===== config.mk =====
export PLATFORM = sky130hd
export DESIGN_NAME = mag_config_threshold_irq
export DESIGN_NICKNAME = d
export VERILOG_FILES = /design/src/verilog/mag_irq_pkg.sv /design/src/verilog/axis_threshold_check.sv /design/src/verilog/mag_config_threshold_irq.sv
export VERILOG_INCLUDE_DIRS = /design/src /design/src/verilog
export SDC_FILE = /design/constraint.sdc
export NUM_CORES = 1
export LEC_CHECK = 0
export BUFFER_PORTS_ARGS = -buffer_cell sky130_fd_sc_hd__buf_2
export CORE_ASPECT_RATIO = 0.8
export CORE_UTILIZATION = 25
export CTS_CLUSTER_DIAMETER = 100
export DETAILED_ROUTE_END_ITERATION = 8
export SKIP_LAST_GASP = 1
export SYNTH_ARGS = -nofsm -noshare
export SYNTH_HDL_FRONTEND = slang
export SYNTH_SLANG_ARGS = --single-unit
export TNS_END_PERCENT = 20

===== constraint.sdc =====
create_clock -name sys_clk -period 7.31 [get_ports sys_clk]
set_input_delay 0.3655 -clock sys_clk [delete_from_list [all_inputs] [get_ports sys_clk]]
set_output_delay 0.3655 -clock sys_clk [all_outputs]
set_load 0.1 [all_outputs]

===== src/verilog/mag_irq_cfg.svh =====
`ifndef MAG_IRQ_CFG_SVH
`define MAG_IRQ_CFG_SVH

// Register addresses
`define ADDR_FILTER_OFFSET_CONFIG 7'h61
`define ADDR_INTERFACE_PIN_CONFIG 7'h62
`define ADDR_INTERRUPT_CONTROL    7'h63
`define ADDR_INTERRUPT_SOURCE     7'h64
`define ADDR_THRESHOLD_LOW        7'h65
`define ADDR_THRESHOLD_HIGH       7'h66

// Reset values
`define RST_FILTER_OFFSET_CONFIG  8'h00
`define RST_INTERFACE_PIN_CONFIG  8'h00
`define RST_INTERRUPT_CONTROL     8'hE0
`define RST_THRESHOLD             8'h00

// Write masks (must-be-zero bits stay zero)
`define WMASK_FILTER_OFFSET       8'h1F
`define WMASK_INTERFACE_PIN       8'h7B
`define WMASK_INTERRUPT_CONTROL   8'hE7

// filter_offset_config fields
`define B_LOWPASS                 0
`define B_OFFSET_CANCEL           1
`define B_SET_PULSE_RATE          2
`define B_IRQ_CORRECTED           3
`define B_SINGLE_OFFSET_CANCEL    4

// interface_pin_config fields
`define B_DRDY_TO_PIN             0
`define B_SELF_TEST               1
`define B_BYTE_SWAP               3
`define B_BLOCK_UPDATE            4
`define B_TWO_WIRE_DISABLE        5
`define B_IRQ_TO_PIN              6

// interrupt_control fields
`define B_IRQ_MASTER_EN           0
`define B_IRQ_LATCH               1
`define B_IRQ_ACTIVE_LEVEL        2
`define B_Z_IRQ_EN                5
`define B_Y_IRQ_EN                6
`define B_X_IRQ_EN                7

// Set pulse spacing in sample periods
`define SET_PULSE_PERIODS         6'd63

`endif


===== src/verilog/mag_irq_pkg.sv =====
package mag_irq_pkg;
  typedef enum logic [1:0] {
    RATE_10HZ,
    RATE_20HZ,
    RATE_50HZ,
    RATE_100HZ
  } sample_rate_t;

  typedef logic signed [15:0] axis_word_t;
endpackage : mag_irq_pkg


===== src/verilog/axis_threshold_check.sv =====
`timescale 1ns/100ps
`default_nettype none

module axis_threshold_check
  import mag_irq_pkg::*;
(
  // Sample in
  input  wire axis_word_t  raw_value,
  input  wire axis_word_t  hard_iron_offset,
  input  wire logic        use_corrected,
  input  wire logic        axis_en,
  input  wire logic [15:0] threshold,
  // Results
  output logic             above_pos,
  output logic             below_neg,
  output axis_word_t       corrected_value,
  output logic             overflow
);

  logic signed [16:0] sum_wide;
  logic signed [16:0] checked;
  logic signed [17:0] thr_ext;

  always_comb begin
    sum_wide        = 17'(raw_value) - 17'(hard_iron_offset);
    overflow        = sum_wide[16] != sum_wide[15];
    corrected_value = sum_wide[15:0];
    checked         = use_corrected ? sum_wide : 17'(raw_value);
    thr_ext         = {2'b00, threshold};
    above_pos       = axis_en && (18'(checked) > thr_ext);
    below_neg       = axis_en && (18'(checked) < -thr_ext);
  end

endmodule : axis_threshold_check

`default_nettype wire


===== src/verilog/mag_config_threshold_irq.sv =====
`timescale 1ns/100ps
`default_nettype none
`include "mag_irq_cfg.svh"

module mag_config_threshold_irq
  import mag_irq_pkg::*;
(
  // Clock and reset
  input  wire logic         sys_clk,
  input  wire logic         reset_n,
  // Register port from the serial front end
  input  wire logic [6:0]   reg_addr,
  input  wire logic         reg_wr,
  input  wire logic         reg_rd,
  input  wire logic [7:0]   reg_wdata,
  input  wire logic         reg_from_two_wire,
  output logic [7:0]        reg_rdata,
  // Output word read in progress (word being read by host)
  input  wire logic         out_word_read_busy,
  // Measurement path
  input  wire logic         sample_valid,
  input  wire sample_rate_t output_sample_rate,
  input  wire axis_word_t   x_raw,
  input  wire axis_word_t   y_raw,
  input  wire axis_word_t   z_raw,
  input  wire axis_word_t   x_hard_iron,
  input  wire axis_word_t   y_hard_iron,
  input  wire axis_word_t   z_hard_iron,
  input  wire logic         data_ready_clear,
  // Controls to the measurement path
  output logic              set_pulse,
  output logic              offset_cancel_en,
  output logic              single_meas_offset_cancel_en,
  output logic              lowpass_en,
  output logic [1:0]        filter_bw_div_log2,
  output logic              self_test_en,
  output logic              two_wire_disable,
  output logic              block_update_en,
  output logic              byte_swap_en,
  // Presented output words
  output logic [15:0]       x_out_word,
  output logic [15:0]       y_out_word,
  output logic [15:0]       z_out_word,
  output logic              all_axes_new_data,
  // Shared pin
  output logic              irq_ready_pin,
  output logic              irq_ready_pin_oe
);

  // ----------------------------------------------------------------
  // Registers
  // ----------------------------------------------------------------
  logic [7:0] filter_offset_config_reg;
  logic [7:0] interface_pin_config_reg;
  logic [7:0] interrupt_control_reg;
  logic [7:0] threshold_low_reg;
  logic [7:0] threshold_high_reg;
  logic [6:0] source_flags_reg;
  logic       irq_event_reg;
  logic       power_on_pulse_done_reg;
  logic [5:0] set_pulse_count_reg;
  logic       set_pulse_reg;
  logic       data_ready_reg;
  logic [15:0] x_out_reg;
  logic [15:0] y_out_reg;
  logic [15:0] z_out_reg;
  logic [7:0] rdata_reg;

  logic        access_ok;
  logic        wr_en;
  logic        rd_en;
  logic        source_read;
  logic [15:0] irq_threshold_value;
  logic [6:0]  source_flags_next;
  logic        crossing;
  logic        irq_master_en;
  logic        irq_latch_sel;
  logic        irq_active_level;
  logic        irq_on_corrected_data;
  logic        set_pulse_rate_sel;
  logic        data_ready_to_pin_en;
  logic        irq_to_pin_en;

  assign irq_master_en         = interrupt_control_reg[`B_IRQ_MASTER_EN];
  assign irq_latch_sel         = interrupt_control_reg[`B_IRQ_LATCH];
  assign irq_active_level      = interrupt_control_reg[`B_IRQ_ACTIVE_LEVEL];
  assign irq_on_corrected_data = filter_offset_config_reg[`B_IRQ_CORRECTED];
  assign set_pulse_rate_sel    = filter_offset_config_reg[`B_SET_PULSE_RATE];
  assign data_ready_to_pin_en  = interface_pin_config_reg[`B_DRDY_TO_PIN];
  assign irq_to_pin_en         = interface_pin_config_reg[`B_IRQ_TO_PIN];
  assign irq_threshold_value   = {threshold_high_reg, threshold_low_reg};

  // ----------------------------------------------------------------
  // Register access
  // ----------------------------------------------------------------
  assign access_ok   = !(reg_from_two_wire && two_wire_disable);
  assign wr_en       = reg_wr && access_ok;
  assign rd_en       = reg_rd && access_ok;
  assign source_read = rd_en && (reg_addr == `ADDR_INTERRUPT_SOURCE);

  always_ff @(posedge sys_clk or negedge reset_n) begin
    if (!reset_n) begin
      filter_offset_config_reg <= `RST_FILTER_OFFSET_CONFIG;
      interface_pin_config_reg <= `RST_INTERFACE_PIN_CONFIG;
      interrupt_control_reg    <= `RST_INTERRUPT_CONTROL;
      threshold_low_reg        <= `RST_THRESHOLD;
      threshold_high_reg       <= `RST_THRESHOLD;
    end else if (wr_en) begin
      if (reg_addr == `ADDR_FILTER_OFFSET_CONFIG) begin
        filter_offset_config_reg <= reg_wdata & `WMASK_FILTER_OFFSET;
      end else if (reg_addr == `ADDR_INTERFACE_PIN_CONFIG) begin
        interface_pin_config_reg <=
          reg_wdata & `WMASK_INTERFACE_PIN;
      end else if (reg_addr == `ADDR_INTERRUPT_CONTROL) begin
        interrupt_control_reg <=
          reg_wdata & `WMASK_INTERRUPT_CONTROL;
      end else if (reg_addr == `ADDR_THRESHOLD_LOW) begin
        threshold_low_reg <= reg_wdata;
      end else if (reg_addr == `ADDR_THRESHOLD_HIGH) begin
        threshold_high_reg <= reg_wdata;
      end
    end
  end

  // Read data register, one cycle after the read strobe
  always_ff @(posedge sys_clk or negedge reset_n) begin
    if (!reset_n) begin
      rdata_reg <= 8'h00;
    end else if (rd_en) begin
      if (reg_addr == `ADDR_FILTER_OFFSET_CONFIG) begin
        rdata_reg <= filter_offset_config_reg;
      end else if (reg_addr == `ADDR_INTERFACE_PIN_CONFIG) begin
        rdata_reg <= interface_pin_config_reg;
      end else if (reg_addr == `ADDR_INTERRUPT_CONTROL) begin
        rdata_reg <= interrupt_control_reg;
      end else if (reg_addr == `ADDR_INTERRUPT_SOURCE) begin
        rdata_reg <= {source_flags_reg, irq_event_reg ~^ irq_active_level};
      end else if (reg_addr == `ADDR_THRESHOLD_LOW) begin
        rdata_reg <= threshold_low_reg;
      end else if (reg_addr == `ADDR_THRESHOLD_HIGH) begin
        rdata_reg <= threshold_high_reg;
      end else begin
        rdata_reg <= 8'h00;
      end
    end
  end

  assign reg_rdata = rdata_reg;

  // ----------------------------------------------------------------
  // Control outputs
  // ----------------------------------------------------------------
  assign offset_cancel_en             =
    filter_offset_config_reg[`B_OFFSET_CANCEL];
  assign single_meas_offset_cancel_en =
    filter_offset_config_reg[`B_SINGLE_OFFSET_CANCEL];
  assign lowpass_en                   = filter_offset_config_reg[`B_LOWPASS];
  assign filter_bw_div_log2           = lowpass_en ? 2'd2 : 2'd1;
  assign self_test_en     = interface_pin_config_reg[`B_SELF_TEST];
  assign two_wire_disable = interface_pin_config_reg[`B_TWO_WIRE_DISABLE];
  assign block_update_en  = interface_pin_config_reg[`B_BLOCK_UPDATE];
  assign byte_swap_en     = interface_pin_config_reg[`B_BYTE_SWAP];

  // ----------------------------------------------------------------
  // Set pulse sequencing
  // ----------------------------------------------------------------
  always_ff @(posedge sys_clk or negedge reset_n) begin
    if (!reset_n) begin
      set_pulse_count_reg     <= 6'd0;
      power_on_pulse_done_reg <= 1'b0;
      set_pulse_reg           <= 1'b0;
    end else begin
      set_pulse_reg <= 1'b0;
      if (!power_on_pulse_done_reg) begin
        power_on_pulse_done_reg <= 1'b1;
        set_pulse_reg           <= 1'b1;
      end else if (sample_valid && !set_pulse_rate_sel) begin
        if (set_pulse_count_reg == `SET_PULSE_PERIODS - 6'd1) begin
          set_pulse_count_reg <= 6'd0;
          set_pulse_reg       <= 1'b1;
        end else begin
          set_pulse_count_reg <= set_pulse_count_reg + 6'd1;
        end
      end
    end
  end

  assign set_pulse = set_pulse_reg;

  // ----------------------------------------------------------------
  // Axis checks
  // ----------------------------------------------------------------
  logic [2:0] pos_hit;
  logic [2:0] neg_hit;
  logic [2:0] ovf_hit;
  axis_word_t corr_x;
  axis_word_t corr_y;
  axis_word_t corr_z;

  axis_threshold_check u_check_x (
    .raw_value        (x_raw),
    .hard_iron_offset (x_hard_iron),
    .use_corrected    (irq_on_corrected_data),
    .axis_en          (interrupt_control_reg[`B_X_IRQ_EN]),
    .threshold        (irq_threshold_value),
    .above_pos        (pos_hit[2]),
    .below_neg        (neg_hit[2]),
    .corrected_value  (corr_x),
    .overflow         (ovf_hit[2])
  );

  axis_threshold_check u_check_y (
    .raw_value        (y_raw),
    .hard_iron_offset (y_hard_iron),
    .use_corrected    (irq_on_corrected_data),
    .axis_en          (interrupt_control_reg[`B_Y_IRQ_EN]),
    .threshold        (irq_threshold_value),
    .above_pos        (pos_hit[1]),
    .below_neg        (neg_hit[1]),
    .corrected_value  (corr_y),
    .overflow         (ovf_hit[1])
  );

  axis_threshold_check u_check_z (
    .raw_value        (z_raw),
    .hard_iron_offset (z_hard_iron),
    .use_corrected    (irq_on_corrected_data),
    .axis_en          (interrupt_control_reg[`B_Z_IRQ_EN]),
    .threshold        (irq_threshold_value),
    .above_pos        (pos_hit[0]),
    .below_neg        (neg_hit[0]),
    .corrected_value  (corr_z),
    .overflow         (ovf_hit[0])
  );

  // ----------------------------------------------------------------
  // Interrupt source and flag
  // ----------------------------------------------------------------
  assign crossing = irq_master_en && ((|pos_hit) || (|neg_hit));

  always_comb begin
    source_flags_next = source_flags_reg;
    if (sample_valid) begin
      if (irq_latch_sel) begin
        if (source_read) begin
          source_flags_next = 7'h00;
        end
        if (irq_master_en) begin
          source_flags_next[6:1] = source_flags_next[6:1] |
                                   {pos_hit, neg_hit};
        end
      end else begin
        source_flags_next[6:1] = irq_master_en ? {pos_hit, neg_hit} : 6'h00;
      end
      // Overflow is always tracked, set wins over read clear
      source_flags_next[0] = source_flags_reg[0] & ~source_read;
      source_flags_next[0] = source_flags_next[0] | (|ovf_hit);
    end else if (source_read) begin
      source_flags_next[0] = 1'b0;
      if (irq_latch_sel) begin
        source_flags_next = 7'h00;
      end
    end
  end

  always_ff @(posedge sys_clk or negedge reset_n) begin
    if (!reset_n) begin
      source_flags_reg <= 7'h00;
    end else begin
      source_flags_reg <= source_flags_next;
    end
  end

  // Pulsed: active for one sample period; latched: held until read
  always_ff @(posedge sys_clk or negedge reset_n) begin
    if (!reset_n) begin
      irq_event_reg <= 1'b0;
    end else if (sample_valid) begin
      if (irq_latch_sel) begin
        irq_event_reg <= crossing | (irq_event_reg & ~source_read);
      end else begin
        irq_event_reg <= crossing;
      end
    end else if (source_read && irq_latch_sel) begin
      irq_event_reg <= 1'b0;
    end
  end

  // ----------------------------------------------------------------
  // Output words and data ready
  // ----------------------------------------------------------------
  always_ff @(posedge sys_clk or negedge reset_n) begin
    if (!reset_n) begin
      x_out_reg <= 16'h0000;
      y_out_reg <= 16'h0000;
      z_out_reg <= 16'h0000;
    end else if (sample_valid && !(block_update_en & out_word_read_busy)) begin
      x_out_reg <= corr_x;
      y_out_reg <= corr_y;
      z_out_reg <= corr_z;
    end
  end

  always_ff @(posedge sys_clk or negedge reset_n) begin
    if (!reset_n) begin
      data_ready_reg <= 1'b0;
    end else if (sample_valid) begin
      data_ready_reg <= 1'b1;
    end else if (data_ready_clear) begin
      data_ready_reg <= 1'b0;
    end
  end

  assign x_out_word = byte_swap_en ? {x_out_reg[7:0], x_out_reg[15:8]}
                                   : x_out_reg;
  assign y_out_word = byte_swap_en ? {y_out_reg[7:0], y_out_reg[15:8]}
                                   : y_out_reg;
  assign z_out_word = byte_swap_en ? {z_out_reg[7:0], z_out_reg[15:8]}
                                   : z_out_reg;
  assign all_axes_new_data = data_ready_reg;

  // ----------------------------------------------------------------
  // Shared pin
  // ----------------------------------------------------------------
  logic pin_active;

  always_comb begin
    pin_active = (irq_to_pin_en && irq_event_reg) ||
                 (data_ready_to_pin_en && data_ready_reg);
  end

  assign irq_ready_pin_oe = irq_to_pin_en || data_ready_to_pin_en;
  assign irq_ready_pin    = (irq_to_pin_en && !data_ready_to_pin_en) ?
                            (irq_event_reg ~^ irq_active_level)
                            : pin_active;

endmodule : mag_config_threshold_irq

`default_nettype wire


==> results.md <==
* Status: finished, final reports clean
* Synth Area in XOR/XNOR at 4.42%
* VDD IR-drop max at 162 uV
* Slew Viols, Final at 0
* Clock sink total at 106
* DRC at 0
* Worst path top cell family by delay: compound AO/OA/AOI/OAI gates
* Final worst-path cycle share at 65.4%
* Clk slew on worst S/H paths at 90 ps
* Die height at 184 um
* Lkg Pwr at 5.77 nW
* Asr flop ratio synth at 100%
* Syn Area/Cell at 9.09 sq um
* Die Width at 229 um
* Synth warn at 0
* Slew HR at 30.8%
* CTS tree: done
* Hold Crit Start: reg_wdata[3]
* Final setup violation count at 0
* Starting DRT DRC Count at 733
* Max-cap violations at 0
* Worst Path Arrival at 5050 ps
* Commonest non-fill, non-tap cell in the layout: buf_2
* Largest net degree at the start of global routing at 75
* Flop and latch count out of synthesis at 106
* Vias at 9201
* Via density per instance at 4.97
* Crit. End Element: flip-flop
* Worst path max stage delay at 430 ps
* # fillers at 4301
* Post-synthesis adder-cell area fraction at 18.8%
* Pwr/cell area at 242 nW/um^2
* Initial core utilization at 25.4%
* Commonest cells after routing, fill and taps aside: buf_2 (186), ha_1 (150), mux2_2 (145), dfrtp_1 (101), o21ai_0 (87)
* Largest family of logic cells by synthesized area: adder cells
* Seq/Total Area, Yosys at 25.8%
* Routed WL at 32.9 mm
* HPWL after DPL at 27.0 mm
* Clk_skew at 16.6 ps
* Synth Area in Compound Gates at 17.4%
* Simple-Gate Fraction of Synth Area at 12.5%
* Crit Reg-Reg Startpoint: threshold_low_reg[2]$_DFFE_PN0P_
* CP cell instances: buf_2 > inv_1 > ha_1 > inv_1 > fa_1 > a211oi_1 > nor2_1 > o311a_1 > o21ai_0 > nand2b_1 > a21o_1 > a21oi_1 > xnor2_1 > mux2_2 > ha_1 > a21o_1 > a21oi_1 > o21ai_0 > a21o_1 > a31oi_1 > o21ai_0 > mux2i_1 > o311ai_0 > or3b_1
* Required time of the critical path at 7580 ps
* RSZ-0062 raised after global routing: false
* Area Overhead vs Synth at 18.2%
* Hold Path Class: in -> reg
* F_max at 0.209 GHz
* Top cell type by total area after synthesis: dfrtp_1
* Mux contribution to synthesized area at 16.9%
* Count of cell types in the netlist at 65
* Post-Syn Instances at 1134
* Crit path max fanout at 4
* Total power at 2.95 mW
* Synthesized cell area at 10300 sq um
* Worst slew pin tran at 1030 ps
* H-tree depth at 3
* Clk_lat worst skew at 390 ps
* Gr usage total at 15.6%
* Ranking of synthesized cells by area: dfrtp_1 (25%), ha_1 (18%), mux2_2 (16%), o21ai_0 (4.2%), a21oi_1 (3.2%)
* CTS max path bufs at 2
* Final Hold Viols at 0
* Antenna Cells at 0
* Critical path class: in -> reg
* Most common flop cell mapped by yosys: dfrtp_1
* First-pass GRT wire length at 50.5 mm
* Fin Setup TNS at 0 ps
* WL/cell at 17.8 um
* Hold Path Stages at 3
* Final #Nets at 1578
* Crit-path slowest cell: fa_1
* Clk root buf: clkbuf_16
* Drt pass-1 iters at 6
* Post-synth top area share at 25.0%
* Worst Setup Start Kind: input port
* Period minus WS final at 4780 ps
* Core area at 40600 sq um
* Buffers added on ports at 187
* Synth Net Count at 1408
* Final ANT Viol Nets at 0
* Layout cells sized above 1 at 28.2%
* Initial antenna violation count at 0
* Grt total ovfl at 0
* Worst r2r path cells at 17
* Top Ports at 190
* Worst path bufs/invs at 3
* Total CTS buffers at 9
* Crit. path cell count at 24
* EDFF count, synth at 0
* Vias in the first global route at 8931
* Full die area at 42100 sq um
* Row cnt at 66
* Final GP Congestion at 0.909
* CP startpoint: y_raw[0]
## timing repair
item / in CTS / in global routing
resized for setup: 0 / 0
setup buffers: 0 / 0
hold buffers: 1 / 0
endpoints found under the hold margin: 32 / 0
## layout make-up
class,instances,area (sq um),area share (%)
Multi-Input combinational cell,913,7230,59.3
Sequential cell,106,2660,21.8
Timing Repair Buffer,192,978,8.03
Tap cell,544,681,5.58
Inverter,82,308,2.53
Clock buffer,10,229,1.88
Clock inverter,6,105,0.862
## final timing paths
check / slack (ps) / end
worst max register to register: 2650 / irq_event_reg$_DFFE_PN0P_
worst min-delay path: 260 / filter_offset_config_reg[3]$_DFFE_PN0P_
worst max-delay path: 2530 / irq_event_reg$_DFFE_PN0P_
min in group asynchronous: 490 / z_out_reg[9]$_DFFE_PN0P_
worst min register to register: 440 / set_pulse$_DFF_PN0_
max in group asynchronous: 5390 / filter_offset_config_reg[3]$_DFFE_PN0P_
## logic make-up (layout without fill, tap and decap cells)
logic type      count (synthesis)  count (layout)
flops                         106             106
simple gates                  270             270
compound gates                281             281
mux                           156             156
other cells                     1               1
buf+inv                       115             290
xor+xnor                       52              52
fa+ha+maj                     153             153
## metal layers
metal  global-route usage, %  part of all wire [%]  up-vias
li1                        -                     -     4466
met1                    21.6                    48     4405
met2                    24.6                    44      286
met3                    2.92                   5.8       44
met4                    4.72                   2.2        0
met5                       0                     0        -
## synth_stat cells (all sizes together) (4+ instances only)
cell	number
a211oi	8
mux2	145
and3	4
nand3	26
nor2	71
a21o	32
nor2b	15
nand4	12
o21a	21
inv	82
o21bai	4
a2111oi	5
clkbuf	23
nor3	19
nor4	7
ha	150
a22o	4
xnor2	37
o21ai	88
a31oi	12
nand2b	14
buf	10
xor2	15
o31ai	6
a21oi	67
dfrtp	103
nand3b	4
mux2i	11
o22a	6
nand2	84
## worst min-delay path: stages
cell and delay (ps):
buf_2 120, nand2_1 50, o21ai_0 60
## through the flow
step / area (sq um) / hold WS [ps] / worst slack, ps / utilization [%] / instances
final: 12200 / 263 / 2530 / 30.0 / 1853
after global routing: 12200 / 262 / 2150 / 30.0 / 1853
after CTS: 12200 / 236 / 2610 / 30.0 / 1853
after detailed placement: 11800 / 375 / 2230 / 29.2 / 1836
after global placement: 11800 / 358 / 2330 / 29.2 / 1836
after floorplan: 10300 / 69.9 / 2950 / - / 1134
## report_power, final
group | total [mW] | switching, mW | leakage [nW] | internal [mW]
Combinational | 1.61 | 1.11 | 4.32 | 0.502
Clock | 0.566 | 0.258 | 0.162 | 0.309
Sequential | 0.777 | 0.0980 | 1.29 | 0.679
Total | 2.95 | 1.46 | 5.77 | 1.49
Power figures use the tool's default switching activity.
